**src/dmart_pkg.sv**
```systemverilog
// Purpose: Shared constants and types for the DMA channel request timing block
// Assumes: Wishbone classic slave, 32-bit data, word-aligned registers
// Notes:   Control fields sit at their documented bit positions
package dmart_pkg;

  // Register byte offsets
  localparam logic [3:0] DMART_CTRL_OFF   = 4'h0;
  localparam logic [3:0] DMART_STAT_OFF   = 4'h4;
  localparam logic [3:0] DMART_MASK_OFF   = 4'h8;
  localparam logic [3:0] DMART_WAIT_OFF   = 4'hc;

  // Control field positions
  localparam int DMART_SRC_BIT  = 16;
  localparam int DMART_TIME_LSB = 13;
  localparam int DMART_EIE_BIT  = 12;
  localparam int DMART_ACT_BIT  = 8;

  // Status bit positions
  localparam int DMART_STALL_BIT = 0;
  localparam int DMART_ERR_BIT   = 1;

  // Reset values
  localparam logic [31:0] DMART_CTRL_RST = 32'h0000_0000;
  localparam logic [1:0]  DMART_STAT_RST = 2'h0;
  localparam logic [1:0]  DMART_MASK_RST = 2'h0;

  // Stall interval unit and counter width
  localparam int DMART_STALL_UNIT = 64;
  localparam int DMART_CNT_W      = 23;

  // Re-request delay base, doubled per code step
  localparam int DMART_DELAY_BASE = 16;

  typedef struct packed {
    logic       requestSourceSelect;
    logic [2:0] stallInterval;
    logic       errorIrqEnable;
    logic       active;
  } dmart_ctrl_s;

  typedef enum logic [2:0] {
    DMART_IDLE = 3'b001,
    DMART_OWN  = 3'b010,
    DMART_GAP  = 3'b100
  } dmart_state_e;

endpackage

```
**src/dmart_channel.sv**
```systemverilog
// Purpose: DMA channel bus request timing, stall detection and error interrupt
// Assumes: ioRequest already synchronised to refClk polarity; arbiter on same clock
// Notes:   Registers over Wishbone classic, one-cycle ack after strobe
//
// What this block does
// - Source select 1: request bus while the I/O device raises its request.
// - Source select 0: request bus when wait countdown reaches zero.
// - I/O mode: count clocks without ownership after release; over limit sets stall.
// - Stall code 000 off; 001..111 give 960 up to 4194240 clocks.
// - Memory mode: wait programmed delay after release before next request.
// - Memory mode code 000: request continuously while active, release after operation.
// - Delay code 001 gives 16 clocks, 010 gives 32 clocks.
// - Error enable set: error end or stall flag raises interrupt when its mask bit is set; clear: none.
// - After reset source select, error enable and interval field read zero.
//
// Chosen here: the Wishbone register port and the address map.
`timescale 1ns/1ps
module dmart_channel
  import dmart_pkg::*;
#(
  // Counter width, must hold the longest stall interval
  parameter int CNT_W = DMART_CNT_W
)
(
  // Clock and reset
  input  wire logic        ref_clk,
  input  wire logic        rst,
  // Wishbone slave
  input  wire logic        wb_cyc_i,
  input  wire logic        wb_stb_i,
  input  wire logic        wb_we_i,
  input  wire logic [3:0]  wb_adr_i,
  input  wire logic [3:0]  wb_sel_i,
  input  wire logic [31:0] wb_dat_i,
  output logic      [31:0] wb_dat_o,
  output logic             wb_ack_o,
  // I/O device and arbiter
  input  wire logic        ioRequest,
  input  wire logic        busGrant,
  input  wire logic        opDone,
  input  wire logic        errorEnd,
  output logic             busRequest,
  // Interrupt
  output logic             errorIrq
);

  dmart_ctrl_s         ctrl;
  dmart_ctrl_s         next_ctrl;
  logic [1:0]          status;
  logic [1:0]          next_status;
  logic [1:0]          mask;
  logic [1:0]          next_mask;
  logic [15:0]         waitCountdown;
  logic [15:0]         next_waitCountdown;
  logic [31:0]         rdData;
  logic [31:0]         next_rdData;
  logic                ack;
  logic                next_ack;
  dmart_state_e        state;
  dmart_state_e        next_state;
  logic [CNT_W-1:0]    count;
  logic [CNT_W-1:0]    next_count;
  logic [CNT_W-1:0]    stallLimit;
  logic [CNT_W-1:0]    gapLimit;
  logic                wbAccess;
  logic                wbWrite;
  logic                stallEvent;
  logic                wantBus;

  // Narrower counter would wrap before the longest interval
  if (CNT_W < DMART_CNT_W) begin : g_cnt_chk
    $error("dmart_channel: CNT_W too narrow for the longest stall interval");
  end

  assign wbAccess = wb_cyc_i && wb_stb_i && !ack;
  assign wbWrite  = wbAccess && wb_we_i;

  // Stall interval decode: (2^(2k+2)-1)*64 clocks
  always_comb begin
    case (ctrl.stallInterval)
      3'h1:    stallLimit = CNT_W'(15 * DMART_STALL_UNIT);
      3'h2:    stallLimit = CNT_W'(63 * DMART_STALL_UNIT);
      3'h3:    stallLimit = CNT_W'(255 * DMART_STALL_UNIT);
      3'h4:    stallLimit = CNT_W'(1023 * DMART_STALL_UNIT);
      3'h5:    stallLimit = CNT_W'(4095 * DMART_STALL_UNIT);
      3'h6:    stallLimit = CNT_W'(16383 * DMART_STALL_UNIT);
      3'h7:    stallLimit = CNT_W'(65535 * DMART_STALL_UNIT);
      default: stallLimit = '0;
    endcase
  end

  // Delay decode: 16 doubled per step
  always_comb begin
    if (ctrl.stallInterval == 3'h0) begin
      gapLimit = '0;
    end else begin
      gapLimit = CNT_W'(DMART_DELAY_BASE) << (ctrl.stallInterval - 3'h1);
    end
  end

  // Request source
  always_comb begin
    if (ctrl.requestSourceSelect) begin
      wantBus = ctrl.active && ioRequest;
    end else begin
      wantBus = ctrl.active && (waitCountdown == 16'h0000);
    end
  end

  // Ownership sequencing
  always_comb begin
    next_state = state;
    next_count = count;
    stallEvent = 1'b0;
    busRequest = 1'b0;
    case (state)
      DMART_IDLE: begin
        busRequest = wantBus;
        if (ctrl.requestSourceSelect && ctrl.active && stallLimit != '0) begin
          if (count > stallLimit) begin
            stallEvent = 1'b1;
            next_count = '0;
          end else begin
            next_count = count + 1'b1;
          end
        end
        if (busGrant && wantBus) begin
          next_state = DMART_OWN;
          next_count = '0;
        end
      end
      DMART_OWN: begin
        busRequest = 1'b1;
        if (opDone) begin
          next_count = '0;
          if (!ctrl.requestSourceSelect && gapLimit != '0) begin
            next_state = DMART_GAP;
          end else begin
            next_state = DMART_IDLE;
          end
        end
      end
      DMART_GAP: begin
        next_count = count + 1'b1;
        if (count + 1'b1 >= gapLimit) begin
          next_state = DMART_IDLE;
          next_count = '0;
        end
      end
      default: begin
        next_state = DMART_IDLE;
        next_count = '0;
      end
    endcase
    if (!ctrl.active) begin
      next_state = DMART_IDLE;
      next_count = '0;
    end
  end

  // Registers, status and countdown
  always_comb begin
    next_ctrl          = ctrl;
    next_mask          = mask;
    next_status        = status;
    next_waitCountdown = waitCountdown;
    next_ack           = wbAccess;
    next_rdData        = rdData;
    if (waitCountdown != 16'h0000) begin
      next_waitCountdown = waitCountdown - 16'h0001;
    end
    if (wbWrite) begin
      case (wb_adr_i)
        DMART_CTRL_OFF: begin
          if (wb_sel_i[2]) begin
            next_ctrl.requestSourceSelect = wb_dat_i[DMART_SRC_BIT];
          end
          if (wb_sel_i[1]) begin
            next_ctrl.stallInterval  = wb_dat_i[DMART_TIME_LSB+:3];
            next_ctrl.errorIrqEnable = wb_dat_i[DMART_EIE_BIT];
            next_ctrl.active         = wb_dat_i[DMART_ACT_BIT];
          end
        end
        DMART_STAT_OFF: begin
          if (wb_sel_i[0]) begin
            next_status = status & ~wb_dat_i[1:0];
          end
        end
        DMART_MASK_OFF: begin
          if (wb_sel_i[0]) begin
            next_mask = wb_dat_i[1:0];
          end
        end
        DMART_WAIT_OFF: begin
          if (wb_sel_i[0] && wb_sel_i[1]) begin
            next_waitCountdown = wb_dat_i[15:0];
          end
        end
        default: begin
        end
      endcase
    end
    // Set wins over clear
    if (stallEvent) begin
      next_status[DMART_STALL_BIT] = 1'b1;
    end
    if (errorEnd) begin
      next_status[DMART_ERR_BIT] = 1'b1;
    end
    if (wbAccess && !wb_we_i) begin
      case (wb_adr_i)
        DMART_CTRL_OFF: begin
          next_rdData = '0;
          next_rdData[DMART_SRC_BIT]        = ctrl.requestSourceSelect;
          next_rdData[DMART_TIME_LSB+:3]    = ctrl.stallInterval;
          next_rdData[DMART_EIE_BIT]        = ctrl.errorIrqEnable;
          next_rdData[DMART_ACT_BIT]        = ctrl.active;
        end
        DMART_STAT_OFF: next_rdData = {30'h0, status};
        DMART_MASK_OFF: next_rdData = {30'h0, mask};
        DMART_WAIT_OFF: next_rdData = {16'h0, waitCountdown};
        default:        next_rdData = '0;
      endcase
    end
  end

  always_ff @(posedge ref_clk or posedge rst) begin
    if (rst) begin
      ctrl          <= dmart_ctrl_s'(6'h00);
      status        <= DMART_STAT_RST;
      mask          <= DMART_MASK_RST;
      waitCountdown <= 16'h0000;
      rdData        <= 32'h0000_0000;
      ack           <= 1'b0;
      state         <= DMART_IDLE;
      count         <= '0;
    end else begin
      ctrl          <= next_ctrl;
      status        <= next_status;
      mask          <= next_mask;
      waitCountdown <= next_waitCountdown;
      rdData        <= next_rdData;
      ack           <= next_ack;
      state         <= next_state;
      count         <= next_count;
    end
  end

  assign wb_ack_o = ack;
  assign wb_dat_o = rdData;
  // Error enable gates both flags onto the interrupt
  assign errorIrq = ctrl.errorIrqEnable && |(status & mask);

endmodule

```
**config.mk**
```make
export PLATFORM = sky130hd
export DESIGN_NAME = dmart_channel
export DESIGN_NICKNAME = d
export VERILOG_FILES = /design/src/dmart_pkg.sv /design/src/dmart_channel.sv
export SDC_FILE = /design/constraint.sdc
export NUM_CORES = 1
export LEC_CHECK = 0
export BUFFER_PORTS_ARGS = -buffer_cell sky130_fd_sc_hd__buf_2
export CORE_MARGIN = 2
export CORE_UTILIZATION = 57
export CTS_CLUSTER_SIZE = 20
export DETAILED_ROUTE_END_ITERATION = 7
export PLACE_DENSITY = 0.81
export SYNTH_ARGS = -nofsm -noshare
export SYNTH_HDL_FRONTEND = slang
export SYNTH_SLANG_ARGS = --single-unit
```
**constraint.sdc**
```tcl
create_clock -name ref_clk -period 3.8 [get_ports ref_clk]
set_clock_uncertainty 0.2 [all_clocks]
set_input_delay 0.57 -clock ref_clk [delete_from_list [all_inputs] [get_ports ref_clk]]
set_output_delay 0.57 -clock ref_clk [all_outputs]
set_load 0.05 [all_outputs]
```
==> flow_summary_export.csv, run 1 <==
group,metric,value,unit
timing,setup_viol,0,
finish,final_design_instance_area_without_fill,5532,um^2
pwr,swShare,0.3321,
worst_setup_path,critical_path.reg2reg.startpoint,"ctrl[3]",
routing,drt-vias-per-instance,6.173,
clock_network,tritoncts.num_buffers,9,
place,dp_area,5290,um^2
timing,rsz0062_at_grt,"false",
global_routing,gr-usage-all-layers,0.2796,
pwr,sequentialPowerShare,0.429,
clock_network,htree_levels,3,
logic_synthesis,postSynth.topFlopCell,"sky130_fd_sc_hd__dfrtp_1",
finish,total_number_of_nets_in_the_final_design,693,
pwr,power_switching,679.1,uW
logic_synthesis,most_used_standard_cell_by_instance_count_after_synthesis,"sky130_fd_sc_hd__dfrtp_1",
routing,postRouteAntennaNets,0,
logic_synthesis,async_set_reset_flop_share_out_of_synthesis,1.000,
worst_setup_path,cp-end-kind,"flip-flop",
die,placementRows,33,
job,max_cap_viol_count,0,
pwr,static-leakage-power,0.002517,uW
finish,number_of_antenna_repair_diodes,0,
timing,timing.max_slew.rel_slack,0.4914,
die,top_level_ports,84,
routing,num_vias,4488,
global_routing,vias_in_the_first_global_route,4323,
clock_network,clock_latency,0.36,ns
timing,hold_violations,0,
worst_setup_path,reg2regPathDepth,12,
worst_setup_path,r2r-end,"count[18]",
logic_synthesis,synth-adder-area-share,0.06991,
die,die_area,9229,um^2
die,effective_utilization_at_floorplan,0.5881,
logic_synthesis,synth_top_cells_by_area,"sky130_fd_sc_hd__dfrtp_1 (36%), sky130_fd_sc_hd__ha_1 (7.0%), sky130_fd_sc_hd__nand2_1 (4.5%)",
place,finalWeightedCongestion,0.8889,
pwr,p_int,1366,uW
worst_setup_path,critPathMaxStageDelay,0.54,ns
logic_synthesis,yosys.area.top_type_share,0.3573,
logic_synthesis,xor_xnor_share_of_the_synthesized_area,0.03263,
routing,wl_per_cell,16.75,um
clock_network,clk_root_buffer_cell,"sky130_fd_sc_hd__clkbuf_8",
pwr,powerDensity,369.6,nW/um^2
timing,least_margin_pin_slew,0.7628,ns
pwr,share_clk_of_total_power,0.348,
logic_synthesis,synth.cell_area,4832,um^2
worst_setup_path,cp_num_cells,12,
global_routing,antenna_violations_before_repair,0,
logic_synthesis,synth_top_family_by_area,"simple AND/OR/NAND/NOR gates",
timing,finalWorstPathRequiredPeriod,3.681,ns
worst_setup_path,rrSetupSlack,0.12,ns
clock_network,cts_max_path_buffers,2,
routing,drc_errors,0,
timing,timing.setup.tns,0,ns
worst_setup_path,critical-path-top-cell-by-count,"sky130_fd_sc_hd__buf_4",
worst_setup_path,crit_required,3.85,ns
global_routing,grt_overflow_total,0,
die,die_height,96.07,um
logic_synthesis,synth_warnings,0,
worst_setup_path,critPathBufInv,3,
pwr,power.combinational.fraction,0.224,
worst_setup_path,crit_path_end,"count[18]",
routing,drt_iter0_markers,313,
worst_setup_path,setup.worst_path.start_class,"flip-flop",
worst_setup_path,critical_path_class,"flip-flop to flip-flop",
place,detailed_place_hpwl,9.050,mm
worst_setup_path,timing.critical_path.cells,"nand3_1 > ha_1 > nand4b_1 > a21oi_1 > a2111oi_0 > buf_4 > nor4bb_1 > buf_4 > o21ai_0 > o22a_2 > buf_12 > o41ai_1",
clock_network,clk_pin_slew_worst_paths,0.09,ns
worst_setup_path,timing.critical_path.fanout_max,23,
worst_hold_path,hold_path_class,"input pin to async pin",
worst_setup_path,setup.worst_path.start,"ctrl[3]",
timing,final_min_period_over_clock_period,0.9688,
logic_synthesis,synth-compound-area-share,0.2046,
logic_synthesis,post_synthesis_share_of_cell_area_spent_on_and_or_nand_and_nor_gates,0.2292,
place,count_of_port_buffers_added_during_placement,52,
die,core_area,8217,um^2
finish,drive_gt1_frac,0.2170,
pwr,peakVddDrop,0.0002087,V
finish,area_growth_syn_to_layout,14.47,%
routing,drt-total-wl,12.18,mm
clock_network,tritoncts_clock_tree,"yes",
global_routing,grt_first_pass_wirelength,19.97,mm
logic_synthesis,synth_edf_count,0,
logic_synthesis,synth_seq_cells,70,
worst_setup_path,cpLargestDelayFamily,"compound AO/OA/AOI/OAI gates",
worst_setup_path,critical_path.slowest_cell,"sky130_fd_sc_hd__dfrtp_1",
global_routing,largest_net_degree_at_the_start_of_global_routing,47,
timing,max_freq,0.2716,GHz
run_status,status,"completed",
logic_synthesis,mux_cell_area_share_after_synthesis,0.03211,
routing,detailedRoute.firstPassIterationCount,5,
logic_synthesis,netlist.top_cell.by_area,"sky130_fd_sc_hd__dfrtp_1",
worst_setup_path,timing.critical_path.arrival,3.73,ns
logic_synthesis,netlist-cell-type-count,62,
clock_network,cts_sinks,70,
timing,finalMaxSlewViolations,0,
logic_synthesis,syn_avg_cell_area,8.754,um^2
logic_synthesis,cell_count_after_synthesis,552,
logic_synthesis,netlist_top_cells_count,"sky130_fd_sc_hd__dfrtp_1 (69), sky130_fd_sc_hd__nand2_1 (58), sky130_fd_sc_hd__nor2_1 (39)",
logic_synthesis,synth_seq_area_share,0.3628,
die,fp.dieW,96.07,um
==> sequential cells by signal (all words and copies together) (netlist names) <==
| register | flops |
|---|---|
| count | 23 |
| wb_dat_o | 17 |
| waitCountdown | 16 |
| ctrl | 6 |
| state | 3 |
| mask | 2 |
| status | 2 |
| wb_ack_o | 1 |
==> cell type report <==
class | count | area [um^2]
clock buffer | 9 | 123.9
inverter | 23 | 86.33
sequential | 70 | 1753
tap | 105 | 131.4
multi-input combinational | 428 | 2811
timing repair buffer | 85 | 520.5
clock inverter | 7 | 105.1
fill | 627 | 2685
==> worst min path at each step <==
stage	start	to	slack [ns]	cells after the start
after global placement	wb_ack_o	wb_ack_o	0.24	1
final	rst	waitCountdown[0]	0.04	2
after detailed placement	wb_dat_o[0]	wb_dat_o[0]	0.27	2
after CTS	rst	mask[0]	0.05	2
after global routing	rst	status[0]	0.09	2
after floorplan	status[0]	status[0]	0.27	2
==> placed cells by master, fill, tap and decap left out, drive strengths merged, types with 11 or more instances in the layout <==
| master | instances |
|---|---|
| inv | 26 |
| nand4 | 11 |
| xnor2 | 17 |
| conb | 16 |
| nand3 | 24 |
| dfrtp | 69 |
| nand2 | 58 |
| a21oi | 32 |
| mux2 | 12 |
| o31ai | 18 |
| o21ai | 32 |
| nor4 | 11 |
| buf | 85 |
| ha | 27 |
| nor2 | 39 |
==> per-layer routing <==
layer	part of all wire	GRT usage	wire [um]	up-vias
met4	0.026	0.1012	318	0
met3	0.070	0.05638	857	36
met1	0.42	0.3447	5144	2135
met5	0	0	0	-
li1	-	-	-	2133
met2	0.48	0.4832	5856	184
==> timing repair <==
item                                   in CTS  in global routing
endpoints found under the hold margin       0                  0
buffers inserted                            0                  1
resized for setup                           0                  1
hold buffers                                0                  0
setup endpoints to repair                   0                  4
==> power by group through the flow <==
stage | clock, uW | sequential, uW | combinational (uW)
after floorplan | 0 | 911 | 308
after global placement | 0 | 885 | 436
after detailed placement | 0 | 891 | 451
after CTS | 718 | 875 | 455
after global routing | 760 | 888 | 504
final | 711 | 876 | 457
==> stage by stage <==
stage	worst slack (ns)	hold WS [ns]	total power (uW)	instances	util
finish	0.1187	0.04053	2045	727	0.6732
global route	0.006666	0.09051	2152	727	0.6732
CTS	0.1866	0.04872	2048	726	0.6717
detailed placement	0.1983	0.2652	1342	710	0.6438
global placement	0.3621	0.2418	1321	710	0.6438
floorplan	0.4847	0.2685	1219	566	-
==> cells by family after synthesis <==
group                      Yosys count
and+or+nand+nor                    209
AOI/OAI and AO/OA                  144
DFF                                 70
buffers and inverters               68
adders and majority gates           27
xor gates and xnor gates            18
muxes                               14
other                                2
No activity file was read; power rests on OpenSTA's default activity.
==> inputs of run 2 (changes only) <==
--- a/config.mk
+++ b/config.mk
@@ -7,10 +7,11 @@
 export LEC_CHECK = 0
 export BUFFER_PORTS_ARGS = -buffer_cell sky130_fd_sc_hd__buf_2
 export CORE_MARGIN = 2
-export CORE_UTILIZATION = 57
-export CTS_CLUSTER_SIZE = 20
+export CORE_UTILIZATION = 60
+export CTS_CLUSTER_SIZE = 8
 export DETAILED_ROUTE_END_ITERATION = 7
-export PLACE_DENSITY = 0.81
+export PLACE_DENSITY = 0.85
+export SETUP_SLACK_MARGIN = 0.05
 export SYNTH_ARGS = -nofsm -noshare
 export SYNTH_HDL_FRONTEND = slang
 export SYNTH_SLANG_ARGS = --single-unit
==> constraint.sdc (replaced) <==
create_clock -name ref_clk -period 4.5 [get_ports ref_clk]
set_clock_uncertainty 0.2 [all_clocks]
set_input_delay 0.675 -clock ref_clk [delete_from_list [all_inputs] [get_ports ref_clk]]
set_output_delay 0.675 -clock ref_clk [all_outputs]
set_load 0.05 [all_outputs]
==> run 2 against run 1 <==
  * Cell area down 3.6%
  * Via count is 0.31% lower
  * Worst setup slack better by 0.30 ns
  * Critical path type unchanged
  * Clock power fell by 17%
  * Critical endpoint is now count[13]
  * Largest power group unchanged
  * Register-to-register slack gained 0.30 ns
  * First-iteration DRC count is 8.9% lower
  * Sequential power is 15% lower
  * Power down 16%
==> flow_summary_export.csv, run 2 (synthesized netlist as in run 1, its figures left out) <==
group,metric,value,unit
timing,hold_violations,0,
place,finalWeightedCongestion,0.9087,
worst_setup_path,critical-path-top-cell-by-count,"sky130_fd_sc_hd__buf_4",
worst_setup_path,setup.worst_path.start_class,"flip-flop",
clock_network,tritoncts_clock_tree,"yes",
timing,least_margin_pin_slew,1.183,ns
worst_setup_path,rrSetupSlack,0.42,ns
finish,seqCellArea,1753,um^2
worst_hold_path,worst_hold_startpoint,"wb_ack_o",
finish,number_of_antenna_repair_diodes,0,
timing,final_min_period_over_clock_period,0.9068,
global_routing,vias_in_the_first_global_route,4138,
finish,most_common_cell_after_layout_fill_and_taps_aside,"sky130_fd_sc_hd__dfrtp_1",
timing,rsz0062_at_grt,"false",
finish,area_growth_syn_to_layout,10.36,%
job,max_cap_viol_count,0,
routing,postRouteAntennaNets,0,
die,die_height,93.74,um
worst_hold_path,worstHoldEndpoint,"wb_ack_o",
worst_setup_path,reg2regPathDepth,11,
worst_setup_path,r2r-end,"count[13]",
die,die_area,8787,um^2
routing,drt_iter0_markers,285,
timing,timing.max_slew.rel_slack,0.2088,
pwr,powerDensity,320.3,nW/um^2
run_status,status,"completed",
worst_hold_path,hold_path_cell_cnt,1,
finish,multi_input_comb_area,2809,um^2
timing,finalWorstPathRequiredPeriod,4.080,ns
pwr,p_int,1140,uW
clock_network,cts_sinks,70,
worst_setup_path,critical_path.reg2reg.startpoint,"ctrl[3]",
global_routing,grt_overflow_total,0,
routing,num_vias,4474,
pwr,power.combinational.fraction,0.220,
timing,setup_viol,0,
die,top_level_ports,84,
finish,largest_reg_flops,23,
global_routing,grt_first_pass_wirelength,19.96,mm
pwr,static-leakage-power,0.002390,uW
die,placementRows,32,
place,count_of_port_buffers_added_during_placement,52,
clock_network,clk_root_buffer_cell,"sky130_fd_sc_hd__clkbuf_8",
finish,n_fill_cell,629,
worst_setup_path,crit_required,4.55,ns
pwr,swShare,0.3326,
timing,fin_worst_hold_slack,0.2771,ns
worst_setup_path,critPathMaxStageDelay,0.64,ns
worst_setup_path,timing.critical_path.cells,"nand3_1 > ha_1 > a21o_1 > a2111oi_0 > buf_4 > nor4bb_1 > o211ai_1 > buf_4 > o21ai_0 > nand2_1 > o31ai_2",
pwr,p_total,1708,uW
worst_hold_path,hold_path_class,"flip-flop to flip-flop",
clock_network,cts_setup_buffers,0,
clock_network,clock_latency,0.36,ns
timing,finalMaxSlewViolations,0,
routing,detailedRoute.firstPassIterationCount,5,
finish,drive_gt1_frac,0.1856,
place,post-place-cells,684,
die,fp.dieW,93.74,um
pwr,share_clk_of_total_power,0.345,
place,detailed_place_hpwl,8.743,mm
pwr,power_switching,568.2,uW
pwr,peakVddDrop,0.0001561,V
routing,drc_errors,0,
finish,total_number_of_nets_in_the_final_design,669,
worst_setup_path,timing.critical_path.fanout_max,15,
finish,layout.cells.non_filler,700,
worst_setup_path,critical_path_class,"flip-flop to flip-flop",
die,core_area,7767,um^2
worst_setup_path,critical_path.slowest_cell,"sky130_fd_sc_hd__dfrtp_1",
global_routing,gr-usage-all-layers,0.2868,
timing,max_freq,0.2451,GHz
routing,drt-vias-per-instance,6.391,
global_routing,antenna_violations_before_repair,0,
routing,wl_per_cell,17.50,um
finish,mostFrequentLayoutCells,"sky130_fd_sc_hd__dfrtp_1 (69), sky130_fd_sc_hd__nand2_1 (58), sky130_fd_sc_hd__buf_2 (52)",
clock_network,cts_max_path_buffers,2,
worst_setup_path,cp-end-kind,"flip-flop",
routing,drt-total-wl,12.25,mm
pwr,sequentialPowerShare,0.436,
finish,largest_register,"count",
worst_setup_path,timing.critical_path.arrival,4.13,ns
clock_network,tritoncts.num_buffers,9,
clock_network,htree_levels,3,
die,effective_utilization_at_floorplan,0.6221,
timing,timing.setup.tns,0,ns
global_routing,largest_net_degree_at_the_start_of_global_routing,45,
clock_network,clk_pin_slew_worst_paths,0.08,ns
==> run 2: what timing repair did <==
action / in CTS / in global routing
setup endpoints to repair: 0 / 1
gates resized for setup: 0 / 1
hold buffers: 0 / 0
==> run 2: layout make-up <==
cell class,count,share of cell area
Multi-Input combinational cell,428,0.5267
Clock buffer,9,0.02323
Sequential cell,70,0.3287
Timing Repair Buffer,61,0.06147
Inverter,23,0.01619
Tap cell,102,0.02393
Clock inverter,7,0.01971
==> run 2: worst max-delay path by stage <==
| stage | start | end | cells after the start |
|---|---|---|---|
| after floorplan | count[4] | count[11] | 13 |
| after global placement | count[4] | count[18] | 11 |
| after detailed placement | count[4] | count[14] | 11 |
| after CTS | count[4] | count[18] | 11 |
| after global routing | ctrl[3] | count[13] | 11 |
| final | ctrl[3] | count[13] | 11 |
==> run 2: routing by layer <==
| metal | global-route usage | part of all wire | vias up |
|---|---|---|---|
| met3 | 0.05377 | 0.076 | 41 |
| met2 | 0.4786 | 0.49 | 216 |
| met1 | 0.3650 | 0.41 | 2127 |
| met4 | 0.1196 | 0.028 | 0 |
| met5 | 0 | 0 | - |
| li1 | - | - | 2090 |
==> run 2: power by group through the flow <==
stage	Combinational (uW)	Sequential, uW	Clock (uW)
after floorplan	260	769	0
after global placement	352	750	0
after detailed placement	368	755	0
after CTS	375	743	595
after global routing	412	753	618
final	375	744	589
==> run 2: metrics by stage <==
stage,setup slack [ns],instance area [um^2],util
after floorplan,1.185,4885,-
after global placement,0.5652,5101,0.6567
after global routing,0.1944,5333,0.6865
after CTS,0.4275,5330,0.6862
final,0.4195,5333,0.6865
after detailed placement,0.4558,5101,0.6567
==> run 2: critical path, delay by kind of cell (launching register included) <==
kind            cells  cell delay [ns]
compound gates      5             1.43
buf+inv             2             0.54
flops               1             0.64
simple gates        3             0.82
fa+ha+maj           1             0.34
